File: src/secondary_feedback_regs.vh
// Purpose: constants for the secondary feedback counter: parameter indexes, field codes, limits
// Assumes: register indexes are fieldbus parameter indexes used as plain word addresses
// Notes:
// Operation
// - input type picks quadrature, step-direction or up-down
// - input type governs both physical secondary inputs
// - report position from connector chosen by emulation
// - position readable as counts or scaled units
// - direction one negates reported position
// - signed 64-bit offset added to reported position
// - custom-unit offset limited to plus/minus 10485760.000
// - unit setting accepts only 0 or 3
// - resolution up to 262140 counts per revolution
// - source selects none, differential or opto inputs
`ifndef SECONDARY_FEEDBACK_REGS_VH
`define SECONDARY_FEEDBACK_REGS_VH

// parameter indexes on the register port
`define IDX_COUNTS_PER_REV     16'h03d8
`define IDX_INPUT_TYPE         16'h03da
`define IDX_SOURCE_SELECT      16'h03dc
`define IDX_POSITION           16'h0660
`define IDX_POSITION_OFFSET    16'h0666
`define IDX_POSITION_UNIT      16'h066c

// reset values
`define RST_INPUT_TYPE         16'h0000
`define RST_POSITION_OFFSET    64'h0000000000000000
`define RST_POSITION_UNIT      32'h00000000
`define RST_COUNTS_PER_REV     32'h00000000
`define RST_SOURCE_SELECT      16'h0000

// input type codes
`define TYPE_QUADRATURE        2'h0
`define TYPE_STEP_DIR          2'h1
`define TYPE_UP_DOWN           2'h2
`define TYPE_MAX               16'h0002

// position unit codes
`define UNIT_COUNTS            32'h00000000
`define UNIT_PER_REV           32'h00000003

// source select codes
`define SRC_NONE               16'h0000
`define SRC_DIFFERENTIAL       16'h0001
`define SRC_IO_OPTO            16'h0002
`define SRC_MAX                16'h0002

// emulation mode value that leaves the differential connector free as an input
`define EMU_DIFF_FREE          4'h0

// limits
`define COUNTS_PER_REV_MAX     32'h0003fffc
`define OFFSET_UNIT_LIMIT      64'h0000000271000000
`define MILLI_SCALE            58'h0000000000003e8

// divider length in cycles, one per numerator bit
`define DIV_BITS               6'h3a
`define DIV_LAST               6'h39

`endif

File: src/secondary_feedback_counter.v
// Purpose: secondary position feedback, decode, count, scale and register port
// Assumes: all inputs synchronous to i_clk_sys; one request at a time on the register port
// Notes: scaled reads take a multi-cycle divide; o_reg_busy is high until the answer
`timescale 1ns/1ps
`default_nettype none
`include "secondary_feedback_regs.vh"

module secondary_feedback_counter (
  input  wire        i_clk_sys,                 // system clock, 100 MHz
  input  wire        i_reset,                   // synchronous reset, active high
  input  wire        i_diff_line_a,             // differential connector line a
  input  wire        i_diff_line_b,             // differential connector line b
  input  wire        i_io_line_a,               // io connector opto line a
  input  wire        i_io_line_b,               // io connector opto line b
  input  wire [7:0]  i_count_direction_invert,  // nonzero negates the position
  input  wire [3:0]  i_encoder_emulation_mode,  // nonzero claims the differential connector
  input  wire [15:0] i_scaling_input_factor,    // scaling numerator
  input  wire [15:0] i_scaling_output_factor,   // scaling denominator
  input  wire        i_reg_req,                 // request strobe
  input  wire        i_reg_we,                  // high write, low read
  input  wire [15:0] i_reg_index,               // parameter index
  input  wire [63:0] i_reg_wdata,               // write value
  output wire        o_reg_busy,                // request not taken while high
  output reg         o_reg_ack,                 // one-cycle answer pulse
  output reg         o_reg_err,                 // answer is a refusal
  output reg  [63:0] o_reg_rdata,               // read value
  output wire        o_io_selected              // position follows the io connector
);

  // register port sequence: idle, divide for scaled reads, finish
  localparam [1:0] ST_IDLE   = 2'h0;  // waiting for a request
  localparam [1:0] ST_DIVIDE = 2'h1;  // scaling divide running
  localparam [1:0] ST_FINISH = 2'h2;  // sign, offset and answer

  // a refused write leaves every setting untouched
  // settings
  reg  [15:0] input_type_select_r;          // decode style
  reg  [63:0] secondary_position_offset_r;  // signed offset
  reg  [31:0] position_unit_select_r;       // counts or per revolution
  reg  [31:0] counts_per_revolution_r;      // resolution
  reg  [15:0] secondary_source_select_r;    // none, differential, opto

  // position accumulator
  reg  [31:0] count_r;  // signed raw count
  reg  [31:0] count_nxt;

  // divider state
  reg  [1:0]  state_r;
  reg  [5:0]  div_cnt_r;   // numerator bits consumed
  reg  [57:0] div_num_r;   // numerator shifting out high first
  reg  [34:0] div_rem_r;   // partial remainder
  reg  [57:0] div_quot_r;  // quotient shifting in
  reg  [33:0] div_den_r;   // captured divisor
  reg         div_neg_r;   // result is to be negated

  // decoder outputs
  wire        diff_step;
  wire        diff_down;
  wire        io_step;
  wire        io_down;
  wire        sel_step;
  wire        sel_down;
  wire        count_enable;
  wire        invert;

  // each connector keeps its own edge history, so a
  // source change never makes a false count
  // both connectors decode with the same input type
  pulse_decoder u_diff_decoder (
    .i_clk_sys    (i_clk_sys),
    .i_reset      (i_reset),
    .i_input_type (input_type_select_r[1:0]),
    .i_line_a     (i_diff_line_a),
    .i_line_b     (i_diff_line_b),
    .o_step       (diff_step),
    .o_down       (diff_down)
  );

  pulse_decoder u_io_decoder (
    .i_clk_sys    (i_clk_sys),
    .i_reset      (i_reset),
    .i_input_type (input_type_select_r[1:0]),
    .i_line_a     (i_io_line_a),
    .i_line_b     (i_io_line_b),
    .o_step       (io_step),
    .o_down       (io_down)
  );

  // an emulated output on the differential connector forces the opto inputs
  assign o_io_selected = (i_encoder_emulation_mode != `EMU_DIFF_FREE) ||
                         (secondary_source_select_r == `SRC_IO_OPTO);
  // source none freezes the count
  assign count_enable  = (secondary_source_select_r != `SRC_NONE);
  assign sel_step      = o_io_selected ? io_step : diff_step;
  // direction comes from the same connector as the step
  assign sel_down      = o_io_selected ? io_down : diff_down;
  assign invert        = (i_count_direction_invert != 8'h00);

  // accumulator next value, wraps at 32 bits
  always @* begin
    count_nxt = count_r;
    if (count_enable && sel_step) begin
      if (sel_down) begin
        count_nxt = count_r - 32'h00000001;
      end else begin
        count_nxt = count_r + 32'h00000001;
      end
    end
  end

  // raw count with sign and offset for counts mode
  // the 32-bit count wraps; reads see it sign-extended
  wire [63:0] count_wide    = {{32{count_r[31]}}, count_r};
  wire [63:0] count_signed  = invert ? (64'h0 - count_wide) : count_wide;
  wire [63:0] counts_report = count_signed + secondary_position_offset_r;

  // divide on the magnitude, sign restored afterwards
  // magnitude times input factor times thousandths
  wire [31:0] count_abs  = count_r[31] ? (32'h0 - count_r) : count_r;
  wire [47:0] prod_in    = {16'h0000, count_abs} * {32'h00000000, i_scaling_input_factor};
  wire [57:0] scaled_num = {10'h000, prod_in} * `MILLI_SCALE;
  // resolution times output factor is one revolution
  wire [33:0] scaled_den = {16'h0000, counts_per_revolution_r[17:0]} *
                           {18'h00000, i_scaling_output_factor};

  // one restoring divide step
  wire [34:0] rem_shift  = {div_rem_r[33:0], div_num_r[57]};
  wire        rem_fits   = (rem_shift >= {1'b0, div_den_r});
  wire [34:0] rem_next   = rem_fits ? (rem_shift - {1'b0, div_den_r}) : rem_shift;

  // scaled result with sign and offset
  wire [63:0] quot_wide  = {6'h00, div_quot_r};
  wire [63:0] quot_sign  = div_neg_r ? (64'h0 - quot_wide) : quot_wide;
  wire [63:0] unit_report = quot_sign + secondary_position_offset_r;

  // the limit is held in thousandths of a unit
  // offset range check in custom units, signed compare
  wire        off_in_range = ($signed(i_reg_wdata) <= $signed(`OFFSET_UNIT_LIMIT)) &&
                             ($signed(i_reg_wdata) >= -$signed(`OFFSET_UNIT_LIMIT));

  // request decode
  wire        take     = i_reg_req && (state_r == ST_IDLE);
  wire        units_on = (position_unit_select_r == `UNIT_PER_REV);
  assign o_reg_busy    = (state_r != ST_IDLE);

  // accumulator
  // count holds its value while no source is picked
  always @(posedge i_clk_sys) begin
    if (i_reset) begin
      count_r <= 32'h00000000;
    end else begin
      count_r <= count_nxt;
    end
  end

  // requests are taken only in idle; busy holds off
  // the next one, so one answer at most is pending
  // register port, settings and divider sequence
  always @(posedge i_clk_sys) begin
    if (i_reset) begin
      input_type_select_r         <= `RST_INPUT_TYPE;
      secondary_position_offset_r <= `RST_POSITION_OFFSET;
      position_unit_select_r      <= `RST_POSITION_UNIT;
      counts_per_revolution_r     <= `RST_COUNTS_PER_REV;
      secondary_source_select_r   <= `RST_SOURCE_SELECT;
      state_r                     <= ST_IDLE;
      div_cnt_r                   <= 6'h00;
      div_num_r                   <= 58'h0;
      div_rem_r                   <= 35'h0;
      div_quot_r                  <= 58'h0;
      div_den_r                   <= 34'h0;
      div_neg_r                   <= 1'b0;
      o_reg_ack                   <= 1'b0;
      o_reg_err                   <= 1'b0;
      o_reg_rdata                 <= 64'h0;
    end else begin
      o_reg_ack <= 1'b0;
      case (state_r)
        ST_IDLE: begin
          if (take && i_reg_we) begin
            // writes answer next cycle; a refused value leaves the setting alone
            o_reg_ack   <= 1'b1;
            o_reg_err   <= 1'b0;
            o_reg_rdata <= 64'h0;
            case (i_reg_index)
              `IDX_INPUT_TYPE: begin
                if (i_reg_wdata <= {48'h0, `TYPE_MAX}) begin
                  input_type_select_r <= i_reg_wdata[15:0];
                end else begin
                  o_reg_err <= 1'b1;
                end
              end
              `IDX_POSITION_UNIT: begin
                if ((i_reg_wdata == {32'h0, `UNIT_COUNTS}) ||
                    (i_reg_wdata == {32'h0, `UNIT_PER_REV})) begin
                  position_unit_select_r <= i_reg_wdata[31:0];
                end else begin
                  o_reg_err <= 1'b1;
                end
              end
              `IDX_POSITION_OFFSET: begin
                // custom units need the narrow range, counts take any 64-bit value
                if (!units_on || off_in_range) begin
                  secondary_position_offset_r <= i_reg_wdata;
                end else begin
                  o_reg_err <= 1'b1;
                end
              end
              `IDX_COUNTS_PER_REV: begin
                if (i_reg_wdata <= {32'h0, `COUNTS_PER_REV_MAX}) begin
                  counts_per_revolution_r <= i_reg_wdata[31:0];
                end else begin
                  o_reg_err <= 1'b1;
                end
              end
              `IDX_SOURCE_SELECT: begin
                if (i_reg_wdata <= {48'h0, `SRC_MAX}) begin
                  secondary_source_select_r <= i_reg_wdata[15:0];
                end else begin
                  o_reg_err <= 1'b1;
                end
              end
              default: begin
                // read-only position and unmapped indexes refuse writes
                o_reg_err <= 1'b1;
              end
            endcase
          end else if (take) begin
            // reads answer next cycle except the scaled position
            o_reg_ack   <= 1'b1;
            o_reg_err   <= 1'b0;
            o_reg_rdata <= 64'h0;
            case (i_reg_index)
              `IDX_INPUT_TYPE: begin
                o_reg_rdata <= {48'h0, input_type_select_r};
              end
              `IDX_POSITION_UNIT: begin
                o_reg_rdata <= {32'h0, position_unit_select_r};
              end
              `IDX_POSITION_OFFSET: begin
                o_reg_rdata <= secondary_position_offset_r;
              end
              `IDX_COUNTS_PER_REV: begin
                o_reg_rdata <= {32'h0, counts_per_revolution_r};
              end
              `IDX_SOURCE_SELECT: begin
                o_reg_rdata <= {48'h0, secondary_source_select_r};
              end
              `IDX_POSITION: begin
                if (!units_on) begin
                  o_reg_rdata <= counts_report;
                end else if (scaled_den == 34'h0) begin
                  // no resolution or output factor, scaling undefined
                  o_reg_err <= 1'b1;
                end else begin
                  // snapshot the count and start the divide; err and rdata
                  // keep the last answer until this read answers
                  o_reg_ack  <= 1'b0;
                  o_reg_err  <= o_reg_err;
                  o_reg_rdata <= o_reg_rdata;
                  state_r    <= ST_DIVIDE;
                  div_cnt_r  <= 6'h00;
                  div_num_r  <= scaled_num;
                  div_rem_r  <= 35'h0;
                  div_quot_r <= 58'h0;
                  div_den_r  <= scaled_den;
                  div_neg_r  <= count_r[31] ^ invert;
                end
              end
              default: begin
                // unmapped index reads zero with a refusal
                o_reg_err <= 1'b1;
              end
            endcase
          end
        end
        ST_DIVIDE: begin
          // one quotient bit per cycle
          // 58 numerator bits, so 58 steps give the full quotient
          div_rem_r  <= rem_next;
          div_num_r  <= {div_num_r[56:0], 1'b0};
          div_quot_r <= {div_quot_r[56:0], rem_fits};
          div_cnt_r  <= div_cnt_r + 6'h01;
          if (div_cnt_r == `DIV_LAST) begin
            state_r <= ST_FINISH;
          end
        end
        ST_FINISH: begin
          // apply sign and offset, then answer
          // busy drops here, so a new request may meet the answer
          o_reg_rdata <= unit_report;
          o_reg_err   <= 1'b0;
          o_reg_ack   <= 1'b1;
          state_r     <= ST_IDLE;
        end
        default: begin
          state_r <= ST_IDLE;
        end
      endcase
    end
  end

endmodule // secondary_feedback_counter

`default_nettype wire

File: src/pulse_decoder.v
// Purpose: turns one pair of incremental input lines into count steps with a direction
// Assumes: lines are already synchronous to i_clk_sys
// Notes: one copy per physical connector so both follow the same input type
`timescale 1ns/1ps
`default_nettype none
`include "secondary_feedback_regs.vh"

module pulse_decoder (
  input  wire       i_clk_sys,
  input  wire       i_reset,
  input  wire [1:0] i_input_type,   // decode style
  input  wire       i_line_a,       // phase a, step or up line
  input  wire       i_line_b,       // phase b, direction or down line
  output reg        o_step,         // one-cycle pulse per count
  output reg        o_down          // direction of o_step, high counts down
);

  reg a_r;  // line a one cycle ago
  reg b_r;  // line b one cycle ago
  reg step_nxt;
  reg down_nxt;

  // edge and phase decode against the previous sample
  always @* begin
    step_nxt = 1'b0;
    down_nxt = 1'b0;
    case (i_input_type)
      `TYPE_QUADRATURE: begin
        // exactly one phase moved; both moving at once is a lost state and is dropped
        step_nxt = (i_line_a ^ a_r) ^ (i_line_b ^ b_r);
        down_nxt = ~(i_line_a ^ b_r);
      end
      `TYPE_STEP_DIR: begin
        // rising step edge counts, direction high means down
        step_nxt = i_line_a & ~a_r;
        down_nxt = i_line_b;
      end
      `TYPE_UP_DOWN: begin
        // simultaneous up and down edges cancel
        step_nxt = (i_line_a & ~a_r) ^ (i_line_b & ~b_r);
        down_nxt = i_line_b & ~b_r;
      end
      default: begin
        step_nxt = 1'b0;
        down_nxt = 1'b0;
      end
    endcase
  end

  // sample history and registered step outputs
  always @(posedge i_clk_sys) begin
    if (i_reset) begin
      a_r    <= 1'b0;
      b_r    <= 1'b0;
      o_step <= 1'b0;
      o_down <= 1'b0;
    end else begin
      a_r    <= i_line_a;
      b_r    <= i_line_b;
      o_step <= step_nxt;
      o_down <= down_nxt;
    end
  end

endmodule // pulse_decoder

`default_nettype wire

File: config.mk
export PLATFORM = sky130hd
export DESIGN_NAME = secondary_feedback_counter
export DESIGN_NICKNAME = d
export VERILOG_FILES = /design/src/secondary_feedback_counter.v /design/src/pulse_decoder.v
export VERILOG_INCLUDE_DIRS = /design/src
export SDC_FILE = /design/constraint.sdc
export NUM_CORES = 2
export LEC_CHECK = 0
export ABC_AREA = 1
export BUFFER_PORTS_ARGS = -buffer_cell sky130_fd_sc_hd__buf_2
export CAP_MARGIN = 20
export CORE_ASPECT_RATIO = 0.6
export CORE_UTILIZATION = 60
export DETAILED_ROUTE_END_ITERATION = 10
export PLACE_DENSITY = 0.73
export SLEW_MARGIN = 5
export SYNTH_ARGS = -nofsm -noshare
export SYNTH_HDL_FRONTEND = slang
export SYNTH_SLANG_ARGS = --single-unit
export TNS_END_PERCENT = 30
File: constraint.sdc
create_clock -name i_clk_sys -period 13 [get_ports i_clk_sys]
set_input_delay 1.3 -clock i_clk_sys [delete_from_list [all_inputs] [get_ports i_clk_sys]]
set_output_delay 1.3 -clock i_clk_sys [all_outputs]
set_load 0.05 [all_outputs]
==> impl_metrics.py <==
metrics = {
    "outcome": {
        "run_status": "completed",
    },
    "sta": {
        "max_freq_ghz": 0.0799,
        "setup-violations-final": 0,
        "timing.setup.tns_ps": 0,
        "timing_worst_slew_pin_value_ps": 1400,
        "maxSlewHeadroom": 0.0588,
        "timing.final.max_slew_violations": 0,
        "clock_skew_after_layout_ps": 67.7,
        "grt_setup_unrepaired": "yes",
        "final.hold.worst_slack_ps": 447,
        "post-route-min-period_ps": 12510,
        "timing_hold_violations_final": 0,
        "timing.final.crit_share": 0.962,
    },
    "route": {
        "detail_route.drc_violations": 0,
        "antenna_violating_nets_post_route": 0,
        "drt_pre_antenna_iters": 10,
        "dr_vias": 73824,
        "routed_wl_um": 266000,
        "drt-wirelength-per-cell_um": 21.3,
        "drt_first_iter_violations": 10911,
        "detail_route.vias_per_cell": 5.91,
    },
    "worst_setup_path": {
        "number_of_cells_on_the_worst_reg_to_reg_path": 55,
        "r2r_slack_ps": 490,
        "top_fanout_value_on_the_critical_path": 6,
        "critPathMaxStageDelay_ps": 750,
        "worstSetupStartpoint": "count_r[1]",
        "worst_r2r_endpoint": "div_num_r[56]",
        "timing.critical_path.from_type": "flop",
        "worstPathArrival_ps": 13090,
        "worstSetupEndpointType": "flop",
        "crit-reg2reg-launch": "count_r[1]",
        "cpMostUsedCell": "inv_1",
        "path_class": "flop to flop",
        "timing.critical_path.slowest_stage_cell": "fa_1",
        "critPathRequiredTime_ps": 13580,
        "critPathCapture": "div_num_r[56]",
    },
    "synthesis": {
        "synth_top_flop_cell": "dfxtp_1",
        "synth_area_sq_mm": 0.0715,
        "ys_warn_count": 0,
        "synth-async-reset-ratio": 0,
        "share_of_the_synthesized_area_in_the_top_cell_type": 0.230,
        "mappedNetlistNets": 12322,
        "synth_sequential_area_ratio": 0.128,
        "synth-seq-cells": 456,
        "synthTopCellsByArea": "fa_1, nand2_1, dfxtp_1",
        "synthesized_instance_count": 10829,
        "synth_enable_flop_cells": 0,
        "synth_top_area_cell": "fa_1",
        "netlist-cell-type-count": 56,
        "syn_area_per_cell_sq_um": 6.60,
    },
    "cts": {
        "clkSlewWorstSetupHoldPaths_ps": 90,
        "cts-buffers-inserted": 47,
        "cts-htree-levels": 2,
        "clock_sink_count": 456,
        "clock_tree_from_tritoncts": "done",
        "clock_path_buffers": 3,
        "clock_latency_ps": 690,
        "clock_tree.root_cell": "clkbuf_16",
    },
    "global_routing": {
        "grt_first_pass_wirelength_um": 404000,
        "groute.usage.overall": 0.435,
        "pin_count_of_the_biggest_net_entering_global_routing": 121,
        "grt_pass1_vias": 68649,
        "number_of_antenna_violations_at_the_first_check_in_global_routing": 11,
        "gr-total-overflow": 0,
    },
    "pwr": {
        "pwr_density_cell_mw_per_mm2": 42.3,
        "design_power_total_mw": 3.23,
        "vdd_drop_max_uv": 110,
        "power.static_leakage_nw": 40.1,
    },
    "floorplan": {
        "number_of_i_o_pins": 200,
        "start_util": 0.609,
        "core_sq_mm": 0.117,
        "die_height_um": 269,
        "dieArea_sq_mm": 0.121,
        "num_rows": 97,
        "chipWidth_um": 448,
    },
    "finish": {
        "post-route-util": 0.649,
        "relative_area_change_from_synthesis_to_final_layout_pct": 6.62,
        "final-instance-count-excl-fill": 12497,
        "final_layout_fill_cell_count": 10758,
        "num-nets-final": 12365,
        "drive_above_1_share": 0.0537,
    },
    "place": {
        "placement.io_buffers": 199,
        "detailedPlacementHpwl_um": 220000,
        "placed_cells": 12391,
        "routabilityCongestion": 1.12,
    },
    "flow_run": {
        "max_cap_viols": 0,
    },
    "min_path": {
        "hold_path.class": "flop to flop",
    },
}
[sequential cells by signal (all words and copies together) (netlist names), 2 cells and up]
| signal | cells |
|---|---|
| div_quot_r | 58 |
| state_r | 2 |
| position_unit_select_r | 32 |
| input_type_select_r | 16 |
| div_num_r | 55 |
| div_cnt_r | 6 |
| secondary_position_offset_r | 64 |
| o_reg_rdata | 64 |
| div_rem_r | 34 |
| counts_per_revolution_r | 32 |
| secondary_source_select_r | 16 |
| div_den_r | 34 |
| count_r | 32 |
[power by group]
group / switching, mW / internal, mW / total (mW)
clock: 0.701 / 0.842 / 1.54
combinational: 0.212 / 0.0569 / 0.269
sequential: 0.00620 / 1.41 / 1.41
total: 0.919 / 2.31 / 3.23
[metal layers]
layer  up-vias  GRT usage  wire, um
met5         -          0        81
met4        12     0.0928      6490
met3       482      0.180     45300
met2      5019      0.559     98900
met1     34481      0.665    115000
li1      33830          -         -
[per-stage QoR]
stage,cell area (sq um),setup WS (ps)
after floorplan,71500,1950
after global placement,74000,34.3
after detailed placement,74000,-167
after CTS,75700,16.7
after global routing,76200,-31.4
final,76200,490
[critical path, delay by kind of cell (launching register included)]
kind / cells / cell delay (ps)
and+or+nand+nor: 19 / 2590
AOI/OAI and AO/OA: 8 / 1610
xor gates and xnor gates: 2 / 400
DFF: 1 / 370
buffers and inverters: 13 / 1500
adders and majority gates: 13 / 5910
[cell usage after synthesis (10+ instances only)]
master and number:
o21bai_1 40, buf_2 32, buf_1 10, and3_1 13, nor4_1 44, nor2_1 1192
a21boi_0 17, a21o_1 41, o22ai_1 16, xor2_1 100, nand3b_1 29, nand2_1 2676
o21a_1 21, xnor2_1 74, nand4_1 143, fa_1 821, or2_2 35, clkinv_1 19
o21ai_0 556, a22oi_1 11, o211ai_1 48, a31oi_1 51, buf_4 19, nor3_1 109
inv_1 2052, nand3_1 487, dfxtp_1 456, a21oi_1 808, clkbuf_1 278, ha_1 540
[timing repair]
action                                  4_1_cts  5_1_grt
resized for setup                             3      102
setup buffers                                 0       10
pin swaps                                     0        7
endpoints found under the setup margin       11       30
hold buffers                                  0        0
[logic make-up (layout without fill, tap and decap cells)]
| logic type | Yosys count | count (layout) | synth area share |
|---|---|---|---|
| compound gates | 1642 | 1642 | 0.123 |
| xor+xnor | 174 | 174 | 0.0213 |
| fa+ha+maj | 1361 | 1361 | 0.324 |
| buf+inv | 2427 | 2508 | 0.130 |
| flops | 456 | 456 | 0.128 |
| other cells | 0 | 3 | 0 |
| simple gates | 4769 | 4769 | 0.273 |
[placed cells by master (no fill, tap or decap), drive strengths merged, types with 2 or more instances in the layout]
| master | count |
|---|---|
| nand2 | 2684 |
| inv | 2068 |
| nor2 | 1201 |
| fa | 821 |
| a21oi | 808 |
| o21ai | 570 |
| ha | 540 |
| nand3 | 497 |
| dfxtp | 456 |
| buf | 336 |
| nand4 | 144 |
| nor3 | 111 |
| xor2 | 100 |
| xnor2 | 74 |
| clkbuf | 67 |
| a31oi | 51 |
| o211ai | 48 |
| nor4 | 46 |
| a21o | 41 |
| o21bai | 40 |
| or2 | 35 |
| nand3b | 29 |
| clkinv | 27 |
| o21a | 21 |
| a21boi | 18 |
| o22ai | 16 |
| and3 | 13 |
| a22oi | 11 |
| o31ai | 6 |
| clkinvlp | 5 |
| and2 | 5 |
| bufinv | 5 |
| diode | 3 |
| a211oi | 3 |
| a221oi | 3 |
| nor3b | 2 |
| o221ai | 2 |
[final cells by class]
class | count | area (sq um) | area share
diodes | 3 | 7.51 | 0.0000985
clock buffers | 63 | 1350 | 0.0177
clock inverters | 24 | 328 | 0.00430
inverters | 2081 | 7840 | 0.103
multi-input cells | 7946 | 53500 | 0.702
flip-flops and latches | 456 | 9130 | 0.120
well taps | 1584 | 1980 | 0.0260
repair buffers | 340 | 2100 | 0.0276
[worst min path at each step]
stage / start / end / cells past startpoint / slack (ps)
after floorplan: input_type_select_r[11] / input_type_select_r[11] / 2 / 420
after global routing: position_unit_select_r[28] / position_unit_select_r[28] / 2 / 470
after CTS: input_type_select_r[3] / input_type_select_r[3] / 2 / 450
final: input_type_select_r[14] / input_type_select_r[14] / 2 / 450
after global placement: input_type_select_r[3] / input_type_select_r[3] / 2 / 430
after detailed placement: input_type_select_r[3] / input_type_select_r[3] / 2 / 440
Note: power is estimated with default switching activity, not from simulation.
